[src/verilog/ref_mon_pkg.sv]
// Package: register map, field layouts, reset values and timing for the reference monitor
package ref_mon_pkg;
    // ************************************************************
    // Register indices (printed offsets) and address width
    // ************************************************************
    localparam logic [15:0] IDX_OFFSET_LIMIT_LOW  = 16'h042c;
    localparam logic [15:0] IDX_OFFSET_LIMIT_MID  = 16'h042d;
    localparam logic [15:0] IDX_OFFSET_LIMIT_HIGH = 16'h042e;
    localparam logic [15:0] IDX_HYST_SELECT       = 16'h042f;
    localparam logic [15:0] IDX_VALID_TIME_LOW    = 16'h0430;
    localparam logic [15:0] IDX_VALID_TIME_MID    = 16'h0431;
    localparam logic [15:0] IDX_VALID_TIME_HIGH   = 16'h0432;
    localparam logic [15:0] IDX_JITTER_LOW        = 16'h0433;
    localparam logic [15:0] IDX_JITTER_HIGH       = 16'h0434;
    localparam logic [15:0] IDX_STATUS            = 16'h0435;
    localparam logic [15:0] IDX_IRQ_STATUS        = 16'h0436;
    localparam logic [15:0] IDX_IRQ_MASK          = 16'h0437;
    localparam int          ADDR_W                = 18;

    // ************************************************************
    // Reset values
    // ************************************************************
    localparam logic [7:0] RST_OFFSET_LIMIT_LOW  = 8'ha0;
    localparam logic [7:0] RST_OFFSET_LIMIT_MID  = 8'h86;
    localparam logic [7:0] RST_OFFSET_LIMIT_HIGH = 8'h01;
    localparam logic [2:0] RST_HYST_CODE         = 3'h3;
    localparam logic [7:0] RST_VALID_TIME_LOW    = 8'h0a;
    localparam logic [7:0] RST_VALID_TIME_MID    = 8'h00;
    localparam logic [3:0] RST_VALID_TIME_HIGH   = 4'h0;
    localparam logic [1:0] RST_IRQ_MASK          = 2'h0;

    // ************************************************************
    // Field layout and widths
    // ************************************************************
    localparam int HYST_W    = 3;
    localparam int LIMIT_W   = 24;
    localparam int VTIME_W   = 20;
    localparam int IRQ_FAULT = 0;
    localparam int IRQ_VALID = 1;

    // ************************************************************
    // Timing
    // ************************************************************
    localparam int SYS_CLK_HZ  = 20000000;
    localparam int MS_PERIOD_US = 1000;
    localparam int MS_CYCLES   = SYS_CLK_HZ / 1000000 * MS_PERIOD_US;

    typedef enum logic [2:0] {
        ST_FAULT    = 3'b001,
        ST_VALIDATE = 3'b010,
        ST_VALID    = 3'b100
    } mon_state_t;

    typedef struct packed {
        logic        valid;
        logic [23:0] error_ppb;
    } err_sample_t;
endpackage

[src/verilog/ref_input_freq_monitor.sv]
// Frequency monitor for one reference input with hysteresis and validation timer
//
// Our own choice: register access over APB.
`timescale 1ns/100ps
// Contract
// [RULE1] Hysteresis code 0..7 gives 0, 3.125, 6.25, 12.5, 25, 50, 75, 87.5% of limit.
// [RULE2] The selected hysteresis is applied to the fault decision. Here it sets only the clear level; the fault level stays the limit.
// [RULE3] Reference declared valid only after staying in tolerance for the full time.
// [RULE4] Validation time counts one millisecond per count of the 20-bit field.
// [RULE5] Software never programs validation time as all zeros or all ones.
// [RULE6] The 24-bit ppb offset limit is the largest error tolerated before fault.
// [RULE7] Fault above limit; clear below limit minus hysteresis; restart timing on fault.
module ref_input_freq_monitor
    import ref_mon_pkg::*;
#(
    parameter int MS_CYCLES_P = MS_CYCLES
) (
    input  wire logic              sys_clk,
    input  wire logic              nrst,
    input  wire logic [ADDR_W-1:0] paddr,
    input  wire logic              psel,
    input  wire logic              penable,
    input  wire logic              pwrite,
    input  wire logic [31:0]       pwdata,
    output logic      [31:0]       prdata,
    output logic                   pready,
    output logic                   pslverr,
    input  wire err_sample_t       err_in,
    output logic                   ref_fault,
    output logic                   ref_valid,
    output logic                   irq
);
    // ************************************************************
    // Registers
    // ************************************************************
    logic [LIMIT_W-1:0] limit_reg;
    logic [HYST_W-1:0]  hyst_reg;
    logic [VTIME_W-1:0] vtime_reg;
    logic [15:0]        jitter_reg;
    logic [1:0]         irq_stat_reg;
    logic [1:0]         irq_mask_reg;
    logic [1:0]         irq_set;
    mon_state_t         state_reg;
    logic [31:0]        ms_cnt_reg;
    logic [VTIME_W-1:0] vcnt_reg;
    logic               ms_tick;
    logic [LIMIT_W-1:0] hyst_amt;
    logic [LIMIT_W-1:0] clear_level;
    logic               over_limit;
    logic               below_clear;
    logic               access;
    logic [15:0]        idx;
    logic               mapped;
    logic [31:0]        rdata;

    assign access = psel && penable;
    assign idx    = 16'(paddr[ADDR_W-1:2]);

    // ************************************************************
    // Hysteresis decode
    // ************************************************************
    always_comb begin
        unique case (hyst_reg) // [RULE1]
            3'h0: hyst_amt = '0;
            3'h1: hyst_amt = limit_reg >> 5;
            3'h2: hyst_amt = limit_reg >> 4;
            3'h3: hyst_amt = limit_reg >> 3;
            3'h4: hyst_amt = limit_reg >> 2;
            3'h5: hyst_amt = limit_reg >> 1;
            3'h6: hyst_amt = (limit_reg >> 1) + (limit_reg >> 2);
            3'h7: hyst_amt = limit_reg - (limit_reg >> 3);
        endcase
    end

    assign clear_level = limit_reg - hyst_amt;                      // [RULE2]
    assign over_limit  = err_in.valid && (err_in.error_ppb > limit_reg); // [RULE6]
    assign below_clear = err_in.valid && (err_in.error_ppb < clear_level); // [RULE7]

    // ************************************************************
    // Millisecond divider
    // ************************************************************
    always_ff @(posedge sys_clk or negedge nrst) begin
        if (!nrst) begin
            ms_cnt_reg <= '0;
        end else if (state_reg != ST_VALIDATE || ms_tick) begin
            ms_cnt_reg <= '0;
        end else begin
            ms_cnt_reg <= ms_cnt_reg + 32'h1;
        end
    end
    assign ms_tick = (ms_cnt_reg == 32'(MS_CYCLES_P - 1));         // [RULE4]

    // ************************************************************
    // Monitor state machine
    // ************************************************************
    always_ff @(posedge sys_clk or negedge nrst) begin
        if (!nrst) begin
            state_reg <= ST_FAULT;
            vcnt_reg  <= '0;
        end else begin
            unique case (state_reg)
                ST_FAULT: begin
                    vcnt_reg <= '0;
                    if (below_clear) begin
                        state_reg <= ST_VALIDATE;                   // [RULE7]
                    end
                end
                ST_VALIDATE: begin
                    if (over_limit) begin
                        state_reg <= ST_FAULT;                      // [RULE7]
                    end else if (ms_tick) begin
                        if (vcnt_reg + 20'h1 >= vtime_reg) begin
                            state_reg <= ST_VALID;                  // [RULE3]
                        end
                        vcnt_reg <= vcnt_reg + 20'h1;               // [RULE4]
                    end
                end
                ST_VALID: begin
                    vcnt_reg <= '0;
                    if (over_limit) begin
                        state_reg <= ST_FAULT;                      // [RULE6]
                    end
                end
            endcase
        end
    end

    always_ff @(posedge sys_clk or negedge nrst) begin
        if (!nrst) begin
            ref_fault <= 1'b1;
            ref_valid <= 1'b0;
        end else begin
            ref_fault <= (state_reg == ST_FAULT);
            ref_valid <= (state_reg == ST_VALID);
        end
    end

    // ************************************************************
    // Interrupts
    // ************************************************************
    assign irq_set[IRQ_FAULT] = (state_reg != ST_FAULT) && over_limit;
    assign irq_set[IRQ_VALID] = (state_reg == ST_VALIDATE) && !over_limit && ms_tick
                                && (vcnt_reg + 20'h1 >= vtime_reg);

    always_ff @(posedge sys_clk or negedge nrst) begin
        if (!nrst) begin
            irq_stat_reg <= '0;
        end else if (access && pwrite && idx == IDX_IRQ_STATUS) begin
            irq_stat_reg <= (irq_stat_reg & ~pwdata[1:0]) | irq_set;
        end else begin
            irq_stat_reg <= irq_stat_reg | irq_set;
        end
    end

    always_ff @(posedge sys_clk or negedge nrst) begin
        if (!nrst) begin
            irq <= 1'b0;
        end else begin
            irq <= |((irq_stat_reg | irq_set) & irq_mask_reg);
        end
    end

    // ************************************************************
    // APB register file
    // ************************************************************
    always_ff @(posedge sys_clk or negedge nrst) begin
        if (!nrst) begin
            limit_reg    <= {RST_OFFSET_LIMIT_HIGH, RST_OFFSET_LIMIT_MID, RST_OFFSET_LIMIT_LOW};
            hyst_reg     <= RST_HYST_CODE;
            vtime_reg    <= {RST_VALID_TIME_HIGH, RST_VALID_TIME_MID, RST_VALID_TIME_LOW};
            jitter_reg   <= '0;
            irq_mask_reg <= RST_IRQ_MASK;
        end else if (access && pwrite) begin
            unique case (idx)
                IDX_OFFSET_LIMIT_LOW:  limit_reg[7:0]    <= pwdata[7:0];
                IDX_OFFSET_LIMIT_MID:  limit_reg[15:8]   <= pwdata[7:0];
                IDX_OFFSET_LIMIT_HIGH: limit_reg[23:16]  <= pwdata[7:0];
                IDX_HYST_SELECT:       hyst_reg          <= pwdata[2:0];
                IDX_VALID_TIME_LOW:    vtime_reg[7:0]    <= pwdata[7:0];
                IDX_VALID_TIME_MID:    vtime_reg[15:8]   <= pwdata[7:0];
                IDX_VALID_TIME_HIGH:   vtime_reg[19:16]  <= pwdata[3:0];
                IDX_JITTER_LOW:        jitter_reg[7:0]   <= pwdata[7:0];
                IDX_JITTER_HIGH:       jitter_reg[15:8]  <= pwdata[7:0];
                IDX_IRQ_MASK:          irq_mask_reg      <= pwdata[1:0];
                default: ;
            endcase
        end
    end

    always_comb begin
        rdata  = '0;
        mapped = 1'b1;
        unique case (idx)
            IDX_OFFSET_LIMIT_LOW:  rdata[7:0] = limit_reg[7:0];
            IDX_OFFSET_LIMIT_MID:  rdata[7:0] = limit_reg[15:8];
            IDX_OFFSET_LIMIT_HIGH: rdata[7:0] = limit_reg[23:16];
            IDX_HYST_SELECT:       rdata[2:0] = hyst_reg;
            IDX_VALID_TIME_LOW:    rdata[7:0] = vtime_reg[7:0];
            IDX_VALID_TIME_MID:    rdata[7:0] = vtime_reg[15:8];
            IDX_VALID_TIME_HIGH:   rdata[3:0] = vtime_reg[19:16];
            IDX_JITTER_LOW:        rdata[7:0] = jitter_reg[7:0];
            IDX_JITTER_HIGH:       rdata[7:0] = jitter_reg[15:8];
            IDX_STATUS:            rdata[2:0] = state_reg;
            IDX_IRQ_STATUS:        rdata[1:0] = irq_stat_reg;
            IDX_IRQ_MASK:          rdata[1:0] = irq_mask_reg;
            default:               mapped     = 1'b0;
        endcase
    end

    always_ff @(posedge sys_clk or negedge nrst) begin
        if (!nrst) begin
            prdata  <= '0;
            pready  <= 1'b0;
            pslverr <= 1'b0;
        end else begin
            pready  <= psel && !penable;
            pslverr <= psel && !penable && !mapped;
            prdata  <= (psel && !penable && !pwrite) ? rdata : 32'h0;
        end
    end

    // ************************************************************
    // Assertions
    // ************************************************************
    chk_fault_on_excess: assert property (@(posedge sys_clk) disable iff (!nrst) // [RULE6]
        (state_reg == ST_VALID && over_limit) |=> state_reg == ST_FAULT)
        else $error("Excess error did not fault the reference");
    chk_hyst_clear_gate: assert property (@(posedge sys_clk) disable iff (!nrst) // [RULE7]
        (state_reg == ST_FAULT && !below_clear) |=> state_reg == ST_FAULT)
        else $error("Fault cleared without falling below hysteresis level");
    chk_hyst_none_level: assert property (@(posedge sys_clk) disable iff (!nrst) // [RULE1]
        (hyst_reg == 3'h0) |-> clear_level == limit_reg)
        else $error("Zero hysteresis code changed the clear level");
    chk_hyst_half_level: assert property (@(posedge sys_clk) disable iff (!nrst) // [RULE2]
        (hyst_reg == 3'h5) |-> clear_level == limit_reg - (limit_reg >> 1))
        else $error("Half hysteresis clear level wrong");
    chk_valid_needs_time: assert property (@(posedge sys_clk) disable iff (!nrst) // [RULE3]
        $rose(state_reg == ST_VALID) |-> $past(ms_tick) && $past(vcnt_reg) + 20'h1 >= vtime_reg)
        else $error("Reference declared valid before validation time");
    chk_ms_tick_period: assert property (@(posedge sys_clk) disable iff (!nrst) // [RULE4]
        (state_reg == ST_VALIDATE && !ms_tick) |=> vcnt_reg == $past(vcnt_reg))
        else $error("Validation count moved between millisecond ticks");
    chk_restart_on_fault: assert property (@(posedge sys_clk) disable iff (!nrst) // [RULE7]
        (state_reg == ST_FAULT) |=> vcnt_reg == '0)
        else $error("Validation count not restarted on fault");
    chk_irq_level: assert property (@(posedge sys_clk) disable iff (!nrst)
        (|(irq_stat_reg & irq_mask_reg)) |=> irq)
        else $error("Unmasked status did not raise interrupt");
    chk_fault_from_validate: assert property (@(posedge sys_clk) disable iff (!nrst) // [RULE7]
        (state_reg == ST_VALIDATE && over_limit) |=> state_reg == ST_FAULT)
        else $error("Excess error during validation did not fault the reference");
    chk_valid_holds: assert property (@(posedge sys_clk) disable iff (!nrst) // [RULE6]
        (state_reg == ST_VALID && !over_limit) |=> state_reg == ST_VALID)
        else $error("Valid reference faulted without excess error");
    chk_clear_below_level: assert property (@(posedge sys_clk) disable iff (!nrst) // [RULE7]
        (state_reg == ST_FAULT && below_clear) |=> state_reg == ST_VALIDATE)
        else $error("Error below clear level did not start validation");
    chk_hyst_full_level: assert property (@(posedge sys_clk) disable iff (!nrst) // [RULE1]
        (hyst_reg == 3'h7) |-> clear_level == (limit_reg >> 3))
        else $error("Largest hysteresis clear level wrong");
    chk_hyst_quarter_level: assert property (@(posedge sys_clk) disable iff (!nrst) // [RULE1]
        (hyst_reg == 3'h4) |-> clear_level == limit_reg - (limit_reg >> 2))
        else $error("Quarter hysteresis clear level wrong");
    chk_fault_output: assert property (@(posedge sys_clk) disable iff (!nrst) // [RULE6]
        (state_reg == ST_FAULT) |=> ref_fault)
        else $error("Fault state not shown on fault output");
    chk_valid_excludes_fault: assert property (@(posedge sys_clk) disable iff (!nrst) // [RULE3]
        ref_valid |-> !ref_fault)
        else $error("Reference shown valid and faulted together");
    chk_vcnt_step: assert property (@(posedge sys_clk) disable iff (!nrst) // [RULE4]
        (state_reg == ST_VALIDATE && ms_tick && !over_limit) |=> vcnt_reg == $past(vcnt_reg) + 20'h1)
        else $error("Validation count did not advance on millisecond tick");
    chk_ms_count_range: assert property (@(posedge sys_clk) disable iff (!nrst) // [RULE4]
        ms_cnt_reg < 32'(MS_CYCLES_P))
        else $error("Millisecond divider ran past its period");
    chk_restart_timer: assert property (@(posedge sys_clk) disable iff (!nrst) // [RULE7]
        $rose(state_reg == ST_VALIDATE) |-> ms_cnt_reg == 32'h0 && vcnt_reg == 20'h0)
        else $error("Validation did not start from a cleared timer");
    chk_irq_set_wins: assert property (@(posedge sys_clk) disable iff (!nrst)
        (irq_set != 2'h0) |=> (irq_stat_reg & $past(irq_set)) == $past(irq_set))
        else $error("Interrupt event lost");
    chk_irq_clear: assert property (@(posedge sys_clk) disable iff (!nrst)
        !(|((irq_stat_reg | irq_set) & irq_mask_reg)) |=> !irq)
        else $error("Interrupt high without unmasked status");
    chk_pready_pulse: assert property (@(posedge sys_clk) disable iff (!nrst)
        pready |=> !pready)
        else $error("Ready held longer than one cycle");
    chk_pslverr_pair: assert property (@(posedge sys_clk) disable iff (!nrst)
        pslverr |-> pready)
        else $error("Slave error without ready");

    // ************************************************************
    // Cover properties
    // ************************************************************
    cov_becomes_valid: cover property (@(posedge sys_clk) disable iff (!nrst)
        $rose(ref_valid));
    cov_valid_faults: cover property (@(posedge sys_clk) disable iff (!nrst)
        ref_valid ##1 ref_fault);
    cov_validate_abort: cover property (@(posedge sys_clk) disable iff (!nrst)
        state_reg == ST_VALIDATE ##1 state_reg == ST_FAULT);
    cov_deep_hyst_clear: cover property (@(posedge sys_clk) disable iff (!nrst)
        hyst_reg == 3'h7 && state_reg == ST_FAULT ##1 state_reg == ST_VALIDATE);
    cov_irq_raised: cover property (@(posedge sys_clk) disable iff (!nrst)
        $rose(irq));
endmodule

[config.mk]
export PLATFORM = sky130hd
export DESIGN_NAME = ref_input_freq_monitor
export DESIGN_NICKNAME = d
export VERILOG_FILES = /design/src/verilog/ref_mon_pkg.sv /design/src/verilog/ref_input_freq_monitor.sv
export SDC_FILE = /design/constraint.sdc
export NUM_CORES = 1
export LEC_CHECK = 0
export BUFFER_PORTS_ARGS = -buffer_cell sky130_fd_sc_hd__clkbuf_2
export CAP_MARGIN = 20
export CORE_UTILIZATION = 35
export CTS_BUF_LIST = sky130_fd_sc_hd__clkbuf_16
export CTS_CLUSTER_DIAMETER = 200
export DETAILED_ROUTE_END_ITERATION = 12
export HOLD_SLACK_MARGIN = 0.03
export SYNTH_ARGS = -nofsm -noshare
export SYNTH_HDL_FRONTEND = slang
export SYNTH_SLANG_ARGS = --single-unit
[constraint.sdc]
create_clock -name sys_clk -period 7.9 [get_ports sys_clk]
set_input_delay 1.185 -clock sys_clk [delete_from_list [all_inputs] [get_ports sys_clk]]
set_output_delay 1.185 -clock sys_clk [all_outputs]
set_load 0.05 [all_outputs]
==> impl_metrics.env <==
export IMPL_hold_depth=1
export IMPL_die_area_um2=36000
export IMPL_synth_seq_cells=135
export IMPL_clock_path_buffers=2
export IMPL_worstMarginPinSlew_ns=1.01
export IMPL_grt_pass1_vias=10600
export IMPL_holdWs_ns=0.487
export IMPL_rsz0062_at_grt="no"
export IMPL_drc_errors=0
export IMPL_core_area_um2=34600
export IMPL_status="finished, final reports clean"
export IMPL_reg2reg_from="limit_reg[9]"
export IMPL_synth_ff_type="dfrtp_1"
export IMPL_port_buffers=66
export IMPL_path_clk_slew_ns=0.06
export IMPL_nNetsFinal=1753
export IMPL_synthArstFlopShare_pct=100
export IMPL_initial_core_util_pct=35.6
export IMPL_p_leak_nw=6.56
export IMPL_fin_worst_skew_ns=0.0108
export IMPL_fmax_ghz=0.150
export IMPL_path_max_fanout=8
export IMPL_slowest_delay_ns=0.68
export IMPL_cp_num_buf_inv=1
export IMPL_clock_sinks=135
export IMPL_ys_warnings_count=0
export IMPL_avgSynthCellArea_um2=8.36
export IMPL_die_width_um=190
export IMPL_start_kind="flop"
export IMPL_pwr_share_comb_pct=7.5
export IMPL_max_cap_viol_count=0
export IMPL_viasPerCell=5.66
export IMPL_synthesis_area_um2=12300
export IMPL_grt_overflow_total=0
export IMPL_gp_congestion=0.918
export IMPL_worstPathArrival_ns=6.99
export IMPL_required_ns=8.22
export IMPL_cts_setup_buffers=0
export IMPL_worstSetupStartpoint="limit_reg[9]"
export IMPL_synthTopCellsByArea="dfrtp_1 25%, ha_1 14%, o21ai_0 5.1%"
export IMPL_setup_viol=0
export IMPL_path_delay_family="compound AO/OA/AOI/OAI gates"
export IMPL_cts_root_buf="clkbuf_16"
export IMPL_grtUsageTotal_pct=20.1
export IMPL_io_pins=117
export IMPL_period_share_pct=84.4
export IMPL_htreeDepth=4
export IMPL_p_per_area_nw_per_um2=123
export IMPL_slew_limit_headroom_pct=32.3
export IMPL_r2r_cells=28
export IMPL_ir_worst_vdd_mv=0.102
export IMPL_synth_top_area_cell="dfrtp_1"
export IMPL_ys_types=82
export IMPL_drt_pre_antenna_iters=5
export IMPL_seq_power_share_pct=43.2
export IMPL_yosysSeqAreaShare_pct=27.5
export IMPL_regToRegEndpoint="state_reg[1]"
export IMPL_synthCells=1475
export IMPL_vias=11300
export IMPL_p_sw_share_pct=24.4
export IMPL_min_to="ms_cnt_reg[0]"
export IMPL_postRouteAntennaNets=0
export IMPL_cts_repair_resized=0
export IMPL_hold_buffers=0
export IMPL_intPower_w=0.00127
export IMPL_period_needed_ns=6.67
export IMPL_fp_dieH_um=190
export IMPL_wire_per_inst_um=18.0
export IMPL_crit_slowest_cell="dfstp_2"
export IMPL_synth_edf_count=0
export IMPL_synth_top_area_share_pct=25.0
export IMPL_drt_total_wl_um=36000
export IMPL_drive_gt1_share_pct=11.2
export IMPL_r2r_slack_ns=1.23
export IMPL_critPathKind="flop to flop"
export IMPL_final_max_slew_viol_count=0
export IMPL_dr_first_iter_drc_count=1022
export IMPL_place_hpwl_um=27800
export IMPL_hold_viol_final=0
export IMPL_cts_buffers=17
export IMPL_antenna_found_initial=1
export IMPL_num_rows=68
export IMPL_num_antenna_cells=0
export IMPL_grt_max_degree=86
export IMPL_largest_reg_flops=32
export IMPL_p_switching_w=0.000410
export IMPL_hp_class="flop to flop"
export IMPL_grt_pass1_wl_um=56900
export IMPL_min_delay_start="ms_cnt_reg[0]"
export IMPL_tns_ns=0
export IMPL_pwr_share_clk_pct=49.3
export IMPL_syn_to_final_growth_pct=11.0
export IMPL_fillers=3511
export IMPL_worstSetupEndpointType="flop"
export IMPL_clk_latency_ns=0.43
export IMPL_tritoncts="yes"
## Yosys cell counts, types with 17 or more instances
cell type	count
nand2_1	153
ha_1	141
o21ai_0	126
dfrtp_1	123
nor2_1	120
a21oi_1	83
inv_1	69
xor2_1	52
nand3_1	45
xnor2_1	43
a21o_1	40
clkbuf_1	33
and3_1	29
mux2_2	28
nor3_1	25
buf_4	24
nand2b_1	24
o21a_1	22
a211oi_1	19
nand4_1	17
nor2b_1	17
## stage by stage
stage	instances	instance area, µm²	util [%]	worst slack (ns)	total power [W]
floorplan	1498	12400	-	2.27	0.000817
global placement	1962	13000	37.7	1.36	0.000860
detailed placement	1962	13000	37.7	1.31	0.000863
CTS	1994	13700	39.4	1.26	0.00169
global route	1997	13700	39.5	0.744	0.00174
finish	1997	13700	39.5	1.23	0.00168
## per-layer routing
| layer | track usage [%] | share of wire (%) | wire [µm] | vias up |
|---|---|---|---|---|
| met5 | 0 | 0.031 | 11 | - |
| met4 | 6.89 | 2.5 | 900 | 2 |
| met3 | 2.40 | 4.9 | 1780 | 61 |
| met2 | 32.8 | 46 | 16600 | 336 |
| met1 | 27.3 | 46 | 16700 | 5425 |
| li1 | - | - | - | 5475 |
## cells in the final DEF, fill, tap and decap left out, types with 17 or more instances in the layout
| cell type | n |
|---|---|
| nand4_1 | 17 |
| nand3_1 | 45 |
| conb_1 | 24 |
| and3_1 | 29 |
| a211oi_1 | 19 |
| inv_1 | 71 |
| a21o_1 | 40 |
| nand2b_1 | 24 |
| o21ai_0 | 126 |
| nor2_1 | 120 |
| nand2_1 | 153 |
| nor2b_1 | 17 |
| clkbuf_16 | 17 |
| ha_1 | 141 |
| xnor2_1 | 43 |
| a21oi_1 | 83 |
| o21a_1 | 22 |
| nor3_1 | 25 |
| dfrtp_1 | 123 |
| xor2_1 | 52 |
| clkbuf_2 | 65 |
| mux2_2 | 28 |
## worst max path at each step
stage                         endpoint  slack [ns]  cells past startpoint
final                     state_reg[1]        1.23                     28
after detailed placement  state_reg[1]        1.31                     28
after CTS                 state_reg[1]        1.26                     28
after global placement    state_reg[1]        1.36                     29
after floorplan           state_reg[1]        2.27                     28
after global routing      state_reg[1]        0.74                     28
## power by group through the flow
stage	Clock, W	Sequential (W)	Combinational [W]
6_report	0.000828	0.000724	0.000126
5_1_grt	0.000875	0.000727	0.000141
4_1_cts	0.000841	0.000724	0.000127
3_5_place_dp	0	0.000736	0.000127
3_3_place_gp	0	0.000736	0.000124
2_1_floorplan	0	0.000734	0.0000824
## final cells by class
| type | count | area [µm²] | share of cell area (%) |
|---|---|---|---|
| tap | 455 | 569 | 4.16 |
| multi-input combinational | 1225 | 8410 | 61.4 |
| sequential | 135 | 3390 | 24.8 |
| timing repair buffer | 79 | 444 | 3.24 |
| clock inverter | 15 | 188 | 1.37 |
| inverter | 71 | 267 | 1.95 |
| clock buffer | 17 | 425 | 3.11 |
## kinds of logic after synthesis
| family | Yosys count | synth area share (%) |
|---|---|---|
| other | 1 | 0.0304 |
| buffers and inverters | 138 | 5.07 |
| XOR/XNOR | 95 | 6.75 |
| adder cells (fa/ha/maj) | 144 | 14.8 |
| flip-flops | 135 | 27.5 |
| AND/OR/NAND/NOR | 483 | 18.7 |
| multiplexers | 43 | 4.18 |
| AO/OA/AOI/OAI | 436 | 23.0 |
Power figures use the tool's default switching activity.
